**config.mk**
```make
export PLATFORM = sky130hd
export DESIGN_NAME = shf_rx_end_flat
export DESIGN_NICKNAME = d
export VERILOG_FILES = /design/src/include/shf_pkg.sv /design/src/include/shf_link_if.sv /design/src/design/shf_rx_end.sv /design/src/flat_wrapper.sv
export VERILOG_INCLUDE_DIRS = /design/src /design/src/include
export SDC_FILE = /design/constraint.sdc
export NUM_CORES = 2
export LEC_CHECK = 0
export BUFFER_PORTS_ARGS = -buffer_cell sky130_fd_sc_hd__buf_2
export CAP_MARGIN = 15
export CORE_MARGIN = 1.5
export CORE_UTILIZATION = 55
export DETAILED_ROUTE_END_ITERATION = 10
export PLACE_DENSITY = 0.81
export SLEW_MARGIN = 15
export SYNTH_ARGS = -nofsm -noshare
export SYNTH_HDL_FRONTEND = slang
export SYNTH_SLANG_ARGS = --single-unit
```
**constraint.sdc**
```tcl
create_clock -name clk -period 7.2 [get_ports clk]
set_input_delay 0.36 -clock clk [delete_from_list [all_inputs] [get_ports clk]]
set_output_delay 0.36 -clock clk [all_outputs]
set_load 0.01 [all_outputs]
```
**src/include/shf_regs.svh**
```systemverilog
// constants for the sync header stream fec link ends
// assumes inclusion by bare name from the package, whose macros both ends use
`ifndef SHF_REGS_SVH
`define SHF_REGS_SVH

// ----------------------------------------------------------------
// structure
// ----------------------------------------------------------------
`define SHF_LANES      2
`define SHF_PAY_W      64
`define SHF_PAR_W      26
`define SHF_POLY       26'h022_0211
`define SHF_MODE_FEC   2'h2
`define SHF_LAST_BLK   5'h1f
`define SHF_EOEMB_POS  5'h16
`define SHF_PAR_DONE   5'h1a
`define SHF_PILOT_RX   5'h01
`define SHF_PILOT_TX   5'h10
`define SHF_SH_ONE     2'h1
`define SHF_SH_ZERO    2'h2

// ----------------------------------------------------------------
// receiver monitoring thresholds and elastic buffer depth
// ----------------------------------------------------------------
`define SHF_BLK_GOOD   7'h3f
`define SHF_BLK_ERR    3'h3
`define SHF_BLK_WIN    6'h3f
`define SHF_MB_CONF    3'h3
`define SHF_MB_ERR     3'h2
`define SHF_MB_WIN     8'hff
`define SHF_EMB_ERR    3'h2
`define SHF_EMB_WIN    4'hf
`define SHF_EB_DEPTH   8

`endif

```
**src/include/shf_pkg.sv**
```systemverilog
// types and shared coding functions of the fec sync header link
// assumes shf_regs.svh on the include path
`include "shf_regs.svh"

package shf_pkg;

   // ----------------------------------------------------------------
   // types
   // ----------------------------------------------------------------
   typedef logic [`SHF_PAY_W-1:0]   shf_pay_t;
   typedef logic [`SHF_PAR_W-1:0]   shf_par_t;
   typedef logic [`SHF_PAY_W+1:0]   shf_blk_t;
   typedef shf_pay_t [`SHF_LANES-1:0] shf_lane_pay_t;
   typedef shf_par_t [`SHF_LANES-1:0] shf_lane_par_t;
   typedef shf_blk_t [`SHF_LANES-1:0] shf_lanes_t;

   // ----------------------------------------------------------------
   // functions
   // ----------------------------------------------------------------
   // one block of payload through the fire code divider, msb first
   function automatic shf_par_t shf_fec_step(input shf_par_t s,
                                             input shf_pay_t d);
      shf_par_t r;
      logic     fb;
      r = s;
      for (int i = `SHF_PAY_W-1; i >= 0; i--) begin
         fb = d[i] ^ r[`SHF_PAR_W-1];
         r  = {r[`SHF_PAR_W-2:0], 1'b0} ^ (fb ? `SHF_POLY : '0);
      end
      return r;
   endfunction

   // stream word, bit p is the header bit of block p
   function automatic logic [31:0] shf_shs_pack(input shf_par_t p,
                                                input logic     eo);
      logic [31:0] w;
      w = '0;
      for (int j = 0; j < 22; j++) begin
         w[j] = p[25-j];
      end
      w[22]    = eo;
      w[23]    = p[3];
      w[26:24] = {p[0], p[1], p[2]};
      w[31:27] = `SHF_PILOT_TX;
      return w;
   endfunction

   // received parity from the window taken at stream bit 26
   function automatic shf_par_t shf_shs_par(input logic [31:0] win);
      return {win[26:5], win[3:0]};
   endfunction

endpackage

```
**src/include/shf_link_if.sv**
```systemverilog
// link between the transmit end and the receive end
// assumes both ends on one clock; blocks are already framed
`timescale 1ns/100ps
`default_nettype none

interface shf_link_if;
   logic               vld;
   shf_pkg::shf_lanes_t blk;

   modport tx (output vld, output blk);
   modport rx (input vld, input blk);
endinterface

`default_nettype wire

```
**src/design/shf_rx_end.sv**
```systemverilog
// receive end: alignment, monitoring, syndrome and lane release
// assumes framed blocks from the link, sysref from a pin
`timescale 1ns/100ps
`default_nettype none

// Overview of operation
// - fec parity used when mode is two
// - 26 parity bits over 2048 payload bits
// - parity sent in the following multiblock
// - receiver forms syndrome; zero means clean
// - first bit error found after 58 blocks
// - parity bits placed at fixed stream positions
// - stream bits 27 to 31 are 00001
// - bit 22 marks last multiblock only
// - pilot confirmed at same place repeatedly
// - fire code generator polynomial of degree 26
// - divider cleared per multiblock, headers excluded
// - syndrome only; burst correction is downstream
// - all three alignments before lane alignment
// - buffering starts at next extended multiblock
// - release at first release point after buffering
// - release point outside arrival variation region
// - repeated header errors drop block lock
// - repeated pilot errors restart multiblock search
// - repeated end marker errors restart alignment
// - after pilot or end marker loss wait for sysref first
// - 32 blocks per multiblock, E per extended
// - header 01 carries one, 10 zero
// - sysref resets local extended multiblock clock
module shf_rx_end (
   // clock and reset
   input  wire logic                   clk,
   input  wire logic                   srst,
   // configuration
   input  wire logic [5:0]             mb_per_emb,
   input  wire logic [10:0]            rbd,
   // system reference pin
   input  wire logic                   sysref,
   // link
   shf_link_if.rx                      lk,
   // released data
   output logic                        data_vld,
   output wire shf_pkg::shf_lane_pay_t data,
   output logic                        released,
   // error check
   output wire shf_pkg::shf_lane_par_t syndrome,
   output wire logic [`SHF_LANES-1:0]  synd_vld,
   output wire logic [`SHF_LANES-1:0]  fec_err,
   // alignment status
   output wire logic [`SHF_LANES-1:0]  blk_lock,
   output wire logic [`SHF_LANES-1:0]  mb_lock,
   output wire logic [`SHF_LANES-1:0]  emb_lock,
   output wire logic [`SHF_LANES-1:0]  sysref_req
);
   import shf_pkg::*;

   // ----------------------------------------------------------------
   // sysref crossing and local extended multiblock clock
   // ----------------------------------------------------------------
   logic                  sr_m_q;
   logic                  sr_s_q;
   logic                  sr_d_q;
   logic                  sr_edge;
   logic [10:0]           lemc_q;
   logic [10:0]           lemc_last;
   logic [`SHF_LANES-1:0] go_w;
   logic                  all_emb;
   logic                  all_go;

   always_ff @(posedge clk) begin
      if (srst) begin
         sr_m_q <= 1'b0;
         sr_s_q <= 1'b0;
         sr_d_q <= 1'b0;
      end else begin
         sr_m_q <= sysref;
         sr_s_q <= sr_m_q;
         sr_d_q <= sr_s_q;
      end
   end

   assign sr_edge   = sr_s_q & ~sr_d_q;
   assign lemc_last = {mb_per_emb - 6'h01, `SHF_LAST_BLK};
   assign all_emb   = &emb_lock;
   assign all_go    = &go_w;

   always_ff @(posedge clk) begin
      if (srst || sr_edge) begin
         lemc_q <= '0;
      end else if (lk.vld) begin
         lemc_q <= (lemc_q == lemc_last) ? 11'h000 : lemc_q + 11'h001;
      end
   end

   // rbd is the user's job to keep clear of the arrival spread
   always_ff @(posedge clk) begin
      if (srst || !all_go) begin
         released <= 1'b0;
         data_vld <= 1'b0;
      end else begin
         if (lk.vld && (lemc_q == rbd)) begin
            released <= 1'b1;
         end
         data_vld <= released && lk.vld;
      end
   end

   // ----------------------------------------------------------------
   // per lane alignment, monitoring, syndrome and elastic buffer
   // ----------------------------------------------------------------
   for (genvar g = 0; g < `SHF_LANES; g++) begin : g_lane
      logic [1:0]  hdr;
      shf_pay_t    pay;
      logic        hok;
      logic        shb;
      logic        pilot;
      logic [31:0] win;
      logic [31:0] shs_q;
      logic        bl_q;
      logic [6:0]  bgood_q;
      logic [2:0]  berr_q;
      logic [5:0]  bwin_q;
      logic [4:0]  idx_q;
      logic [4:0]  cand_q;
      logic [2:0]  hits_q;
      logic [2:0]  mberr_q;
      logic [7:0]  mbwin_q;
      logic        ml_q;
      logic [5:0]  mbc_q;
      logic        el_q;
      logic [2:0]  emberr_q;
      logic [3:0]  embwin_q;
      logic        eo_bad;
      logic        rs_q;
      logic        mb_lose;
      logic        emb_lose;
      shf_par_t    lfsr_q;
      shf_par_t    lpar_q;
      shf_par_t    synd_q;
      logic        have_q;
      logic        sv_q;
      logic        err_q;
      logic        go_q;
      logic [2:0]  wp_q;
      logic [2:0]  rp_q;
      shf_pay_t    mem_q [`SHF_EB_DEPTH];
      shf_pay_t    dout_q;

      assign hdr   = lk.blk[g][1:0];
      assign pay   = lk.blk[g][`SHF_PAY_W+1:2];
      assign hok   = (hdr == `SHF_SH_ONE) || (hdr == `SHF_SH_ZERO);
      assign shb   = hdr == `SHF_SH_ONE;
      assign win   = {shs_q[30:0], shb};
      assign pilot = win[4:0] == `SHF_PILOT_RX;
      assign eo_bad = shb != (mbc_q == (mb_per_emb - 6'h01));
      assign mb_lose = lk.vld && ml_q && (idx_q == `SHF_LAST_BLK)
                       && !pilot && (mberr_q == `SHF_MB_ERR);
      assign emb_lose = lk.vld && el_q && (idx_q == `SHF_EOEMB_POS)
                        && eo_bad && (emberr_q == `SHF_EMB_ERR);

      always_ff @(posedge clk) begin
         if (srst) begin
            shs_q <= '0;
         end else if (lk.vld) begin
            shs_q <= win;
         end
      end

      // block lock: three bad headers tolerated per window, a fourth is not
      always_ff @(posedge clk) begin
         if (srst) begin
            bl_q    <= 1'b0;
            bgood_q <= '0;
            berr_q  <= '0;
            bwin_q  <= '0;
         end else if (lk.vld) begin
            bwin_q <= bwin_q + 6'h01;
            if (!bl_q) begin
               bgood_q <= hok ? bgood_q + 7'h01 : 7'h00;
               if (hok && (bgood_q == `SHF_BLK_GOOD)) begin
                  bl_q   <= 1'b1;
                  berr_q <= '0;
               end
            end else if (!hok) begin
               if (berr_q == `SHF_BLK_ERR) begin
                  bl_q    <= 1'b0;
                  bgood_q <= '0;
               end else begin
                  berr_q <= berr_q + 3'h1;
               end
            end else if (bwin_q == `SHF_BLK_WIN) begin
               berr_q <= '0;
            end
         end
      end

      // multiblock search needs the pilot at one phase several times
      always_ff @(posedge clk) begin
         if (srst || !bl_q || rs_q) begin
            ml_q    <= 1'b0;
            hits_q  <= '0;
            cand_q  <= '0;
            idx_q   <= '0;
            mberr_q <= '0;
            mbwin_q <= '0;
         end else if (lk.vld) begin
            idx_q <= idx_q + 5'h01;
            if (!ml_q) begin
               if (pilot && (hits_q != 3'h0) && (idx_q == cand_q)) begin
                  hits_q <= hits_q + 3'h1;
                  if (hits_q == `SHF_MB_CONF) begin
                     ml_q    <= 1'b1;
                     idx_q   <= '0;
                     mberr_q <= '0;
                  end
               end else if (pilot && (hits_q == 3'h0)) begin
                  cand_q <= idx_q;
                  hits_q <= 3'h1;
               end else if (idx_q == cand_q) begin
                  hits_q <= '0;
               end
            end else begin
               mbwin_q <= mbwin_q + 8'h01;
               if ((idx_q == `SHF_LAST_BLK) && !pilot) begin
                  mberr_q <= mberr_q + 3'h1;
               end else if (mbwin_q == `SHF_MB_WIN) begin
                  mberr_q <= '0;
               end
            end
         end
      end

      // extended multiblock phase from the end marker bit
      always_ff @(posedge clk) begin
         if (srst || !ml_q) begin
            el_q     <= 1'b0;
            mbc_q    <= '0;
            emberr_q <= '0;
            embwin_q <= '0;
         end else if (lk.vld) begin
            if (idx_q == `SHF_EOEMB_POS) begin
               if (!el_q && shb) begin
                  el_q  <= 1'b1;
                  mbc_q <= mb_per_emb - 6'h01;
               end else if (el_q && eo_bad) begin
                  emberr_q <= emberr_q + 3'h1;
               end
            end
            if (el_q && (idx_q == `SHF_LAST_BLK)) begin
               mbc_q <= (mbc_q == (mb_per_emb - 6'h01)) ? 6'h00
                                                         : mbc_q + 6'h01;
               if (mbc_q == (mb_per_emb - 6'h01)) begin
                  embwin_q <= embwin_q + 4'h1;
                  if (embwin_q == `SHF_EMB_WIN) begin
                     emberr_q <= '0;
                  end
               end
            end
         end
      end

      // loss holds the search until the lemc is re-established
      always_ff @(posedge clk) begin
         if (srst) begin
            rs_q <= 1'b0;
         end else if (mb_lose || emb_lose) begin
            rs_q <= 1'b1;
         end else if (sr_edge) begin
            rs_q <= 1'b0;
         end
      end

      // syndrome as soon as the last parity bit has landed
      always_ff @(posedge clk) begin
         if (srst || !ml_q) begin
            lfsr_q <= '0;
            lpar_q <= '0;
            have_q <= 1'b0;
         end else if (lk.vld) begin
            if (idx_q == `SHF_LAST_BLK) begin
               lpar_q <= shf_fec_step(lfsr_q, pay);
               lfsr_q <= '0;
               have_q <= 1'b1;
            end else begin
               lfsr_q <= shf_fec_step(lfsr_q, pay);
            end
         end
      end

      // only the syndrome is produced; burst trapping is downstream
      always_ff @(posedge clk) begin
         if (srst) begin
            synd_q <= '0;
            sv_q   <= 1'b0;
            err_q  <= 1'b0;
         end else begin
            sv_q <= lk.vld && ml_q && have_q && (idx_q == `SHF_PAR_DONE);
            if (lk.vld && ml_q && have_q && (idx_q == `SHF_PAR_DONE)) begin
               synd_q <= lpar_q ^ shf_shs_par(win);
               err_q  <= (lpar_q ^ shf_shs_par(win)) != '0;
            end
         end
      end

      // elastic buffer, filled from the next extended multiblock
      always_ff @(posedge clk) begin
         if (srst || !all_emb) begin
            go_q <= 1'b0;
            wp_q <= '0;
         end else if (lk.vld) begin
            if (go_q || ((idx_q == 5'h00) && (mbc_q == 6'h00))) begin
               go_q        <= 1'b1;
               mem_q[wp_q] <= pay;
               wp_q        <= wp_q + 3'h1;
            end
         end
      end

      always_ff @(posedge clk) begin
         if (srst || !released) begin
            rp_q   <= '0;
            dout_q <= '0;
         end else if (lk.vld) begin
            dout_q <= mem_q[rp_q];
            rp_q   <= rp_q + 3'h1;
         end
      end

      assign go_w[g]       = go_q;
      assign data[g]       = dout_q;
      assign syndrome[g]   = synd_q;
      assign synd_vld[g]   = sv_q;
      assign fec_err[g]    = err_q;
      assign blk_lock[g]   = bl_q;
      assign mb_lock[g]    = ml_q;
      assign emb_lock[g]   = el_q;
      assign sysref_req[g] = rs_q;
   end

endmodule

`default_nettype wire

```
**src/flat_wrapper.sv**
```systemverilog
// flat-port wrapper written by rule: the top's interface ports become plain ports
module shf_rx_end_flat import shf_pkg::*;
  (clk, srst, mb_per_emb, rbd, sysref, data_vld, data, released, syndrome, synd_vld, fec_err, blk_lock, mb_lock, emb_lock, sysref_req, lk_vld, lk_blk);
  shf_link_if lk_i ();
  input  wire logic clk;
  input  wire logic srst;
  input  wire logic [5:0] mb_per_emb;
  input  wire logic [10:0] rbd;
  input  wire logic sysref;
  output logic data_vld;
  output wire shf_pkg::shf_lane_pay_t data;
  output logic released;
  output wire shf_pkg::shf_lane_par_t syndrome;
  output wire logic [`SHF_LANES-1:0] synd_vld;
  output wire logic [`SHF_LANES-1:0] fec_err;
  output wire logic [`SHF_LANES-1:0] blk_lock;
  output wire logic [`SHF_LANES-1:0] mb_lock;
  output wire logic [`SHF_LANES-1:0] emb_lock;
  output wire logic [`SHF_LANES-1:0] sysref_req;
  input wire logic [$bits(lk_i.vld)-1:0] lk_vld;
  input wire logic [$bits(lk_i.blk)-1:0] lk_blk;
  assign lk_i.vld = lk_vld;
  assign lk_i.blk = lk_blk;
  shf_rx_end u_core (.clk(clk), .srst(srst), .mb_per_emb(mb_per_emb), .rbd(rbd), .sysref(sysref), .lk(lk_i), .data_vld(data_vld), .data(data), .released(released), .syndrome(syndrome), .synd_vld(synd_vld), .fec_err(fec_err), .blk_lock(blk_lock), .mb_lock(mb_lock), .emb_lock(emb_lock), .sysref_req(sysref_req));
endmodule
```
==> impl_metrics.env <==
export IMPL_post_cts_buffers=0
export IMPL_drcViolationCount=0
export IMPL_ys_ff_latch=1510
export IMPL_synthSimpleGateAreaFrac_pct=5.695
export IMPL_synth_top_cell_by_area="edfxtp_1"
export IMPL_yosysSeqAreaShare_pct=64.52
export IMPL_power_mw=24.37
export IMPL_relSlewSlack_pct=23.89
export IMPL_synthAdderAreaFrac_pct=0.9173
export IMPL_core_region_area_um2=112800
export IMPL_setup_violations=0
export IMPL_first_global_vias=37100
export IMPL_cts_hold_buffers=130
export IMPL_die_w_um=340.8
export IMPL_finalMaxSlewViolations=0
export IMPL_grt_use_total_pct=27.04
export IMPL_path_class="in2reg"
export IMPL_synth_distinct_cells=66
export IMPL_fin_skew_ns=0.03599
export IMPL_cts_sinks=1510
export IMPL_hold_viol=0
export IMPL_status="finished, final reports clean"
export IMPL_leakagePower_nw=24.91
export IMPL_netlist_instances=4072
export IMPL_synth_area_mux_share_pct=12.72
export IMPL_cts_max_level=4
export IMPL_io_buffer_count=346
export IMPL_startpoint_type="input pin"
export IMPL_antenna_found_initial=15
export IMPL_cts_tree="done"
export IMPL_cts_buffers=151
export IMPL_preCtsSetupSlack_ns=2.955
export IMPL_clockBufferDepth=3
export IMPL_synth_common_cells="edfxtp_1 (1024), nor2_1 (496), dfxtp_1 (486), xnor2_1 (280), mux4_2 (256)"
export IMPL_grt_pass1_wl_mm=233.8
export IMPL_totalNegativeSetupSlack_ns=0
export IMPL_rsz0062_at_grt="false"
export IMPL_critPathCaptureType="flop"
export IMPL_stdcell_count=6157
export IMPL_start_util_pct=55.62
export IMPL_area_growth_syn_to_layout_pct=15.36
export IMPL_postSynth_asyncResetShare_pct=0
export IMPL_routedWlPerCell_um=25.83
export IMPL_cp_max_fo=9
export IMPL_clk_pin_slew_worst_paths_ns=0.06
export IMPL_max_freq_ghz=0.2427
export IMPL_detailed_place_hpwl_mm=96.18
export IMPL_power_density_nw_per_um2=336.7
export IMPL_clock_latency_ns=0.79
export IMPL_synth_area_top_cells="edfxtp_1 (49%), dfxtp_1 (16%), mux4_2 (9.2%), xnor2_1 (3.9%), mux2i_1 (3.5%)"
export IMPL_tightest_slew_ns=1.142
export IMPL_root_buffer="clkbuf_16"
export IMPL_dr_pass1_iters=5
export IMPL_rows=123
export IMPL_syn_cell_area_um2=62740
export IMPL_drt_iter0_drc=3873
export IMPL_via_count=37220
export IMPL_syn_avg_cell_area_um2=15.41
export IMPL_place_gp_congestion=0.9406
export IMPL_synth_top_area_share_pct=49.01
export IMPL_ant_nets=0
export IMPL_synth_most_common_cell="edfxtp_1"
export IMPL_vdd_drop_max_uv=626.8
export IMPL_fp_dieH_um=340.8
export IMPL_syn_nets=4271
export IMPL_timing_final_crit_share_pct=57.23
export IMPL_cp_arrival_ns=4.77
export IMPL_cts_resized=0
export IMPL_ys_warn_count=0
export IMPL_fin_crit_ns=4.121
export IMPL_cp_required_ns=7.84
export IMPL_wirelength_mm=159.0
export IMPL_synth_top_family_by_area="multiplexers"
export IMPL_synth_top_flop_cell="edfxtp_1"
export IMPL_synth_edf_count=1024
export IMPL_final_nets=4715
export IMPL_routed_via_density=6.046
export IMPL_grt_remaining_overflow=0
export IMPL_synth_compound_area_share_pct=4.184
export IMPL_dp_cells=5732
export IMPL_synth_xor_area_share_pct=10.26
export IMPL_fin_ws_ns=3.079
export IMPL_die_area_um2=116100
export IMPL_drive_gt1_share_pct=20.28
export IMPL_grt_max_degree=94
export IMPL_ios=347
export IMPL_maxCapViolCount=0
export IMPL_holdCritPathClass="in2reg"
==> through the flow <==
stage | utilization, % | cell area [um2] | hold WS, ns
global placement | 58.45 | 65940 | 0.4286
floorplan | - | 62740 | 0.4138
global route | 64.15 | 72370 | 0.07480
detailed placement | 58.45 | 65940 | 0.4247
finish | 64.16 | 72380 | 0.08871
CTS | 64.11 | 72320 | 0.01766
==> cell type report <==
cell class                      instances  area, um2
Clock inverter                         71      882.1
Clock buffer                          211       4199
Multi-Input combinational cell       2296      21300
Antenna cell                           12      30.03
Fill cell                            7557      40430
Timing Repair Buffer                  525       3471
Inverter                               32      120.1
Sequential cell                      1510      40500
Tap cell                             1500       1877
==> placed cells by master (no fill, tap or decap), types with 82 or more instances in the layout <==
master,instances
nor2_1,494
clkbuf_16,155
a211oi_1,181
edfxtp_1,1024
buf_2,344
a21oi_1,82
xnor2_1,280
mux4_2,256
xor2_1,164
dlygate4sd3_1,130
nand2_1,122
dfxtp_1,480
mux2i_1,220
==> final timing paths <==
check / start / end / slack, ns / cells after the start
max: lk_blk[127] / u_core.g_lane[1].lfsr_q[24]$_SDFFE_PP0P_ / 3.08 / 12
min reg2reg: u_core.sr_m_q$_SDFF_PP0_ / u_core.sr_s_q$_SDFF_PP0_ / 0.44 / 1
max reg2reg: u_core.g_lane[1].lfsr_q[21]$_SDFFE_PP0P_ / u_core.g_lane[1].lfsr_q[24]$_SDFFE_PP0P_ / 3.08 / 10
min: lk_vld / u_core.g_lane[1].dout_q[48]$_SDFFE_PP0P_ / 0.09 / 3
==> metal layers <==
layer / wire [um] / GRT usage [%] / vias to the layer above
li1: - / - / 16160
met1: 62760 / 36.93 / 18770
met2: 75850 / 43.07 / 1978
met3: 15680 / 6.233 / 305
met4: 4679 / 9.157 / 8
met5: 49 / 0 / -
==> registers in the layout, summed over array words and instances, names as in the netlist, 6 cells and up <==
name                    count
u_core.g_lane.bgood_q      14
u_core.g_lane.cand_q       10
u_core.g_lane.emberr_q      6
u_core.g_lane.synd_q       52
u_core.g_lane.mbwin_q      16
u_core.g_lane.wp_q          6
u_core.g_lane.idx_q        10
u_core.g_lane.mem_q      1024
u_core.g_lane.rp_q          6
u_core.g_lane.bwin_q       12
u_core.g_lane.hits_q        6
u_core.g_lane.berr_q        6
u_core.g_lane.shs_q        52
u_core.g_lane.lfsr_q       52
u_core.g_lane.mbc_q        12
u_core.g_lane.lpar_q       52
u_core.g_lane.embwin_q      8
u_core.g_lane.dout_q      128
u_core.g_lane.mberr_q       6
u_core.lemc_q              11
==> kinds of logic after synthesis <==
group                      after synthesis
AOI/OAI and AO/OA                      389
xor gates and xnor gates               558
adders and majority gates               46
buffers and inverters                  266
DFF                                   1510
muxes                                  477
and+or+nand+nor                        826
==> power by group <==
part / total, mW / leakage (nW) / switching [mW] / internal [mW]
sequential: 9.25 / 13.1 / 0.00632 / 9.25
combinational: 7.13 / 9.33 / 3.61 / 3.52
clock: 7.99 / 2.46 / 3.44 / 4.54
==> critical path, cell delays in order <==
cell and delay [ns]:
dlygate4sd3_1 0.53, buf_2 0.23, xnor2_2 0.35, xnor3_4 0.47, xnor2_1 0.30, xor3_2 0.54
xnor3_1 0.36, xnor3_2 0.43, xnor2_2 0.30, xnor3_2 0.52, xor2_1 0.25, o21ai_1 0.11
Power figures use the tool's default switching activity.
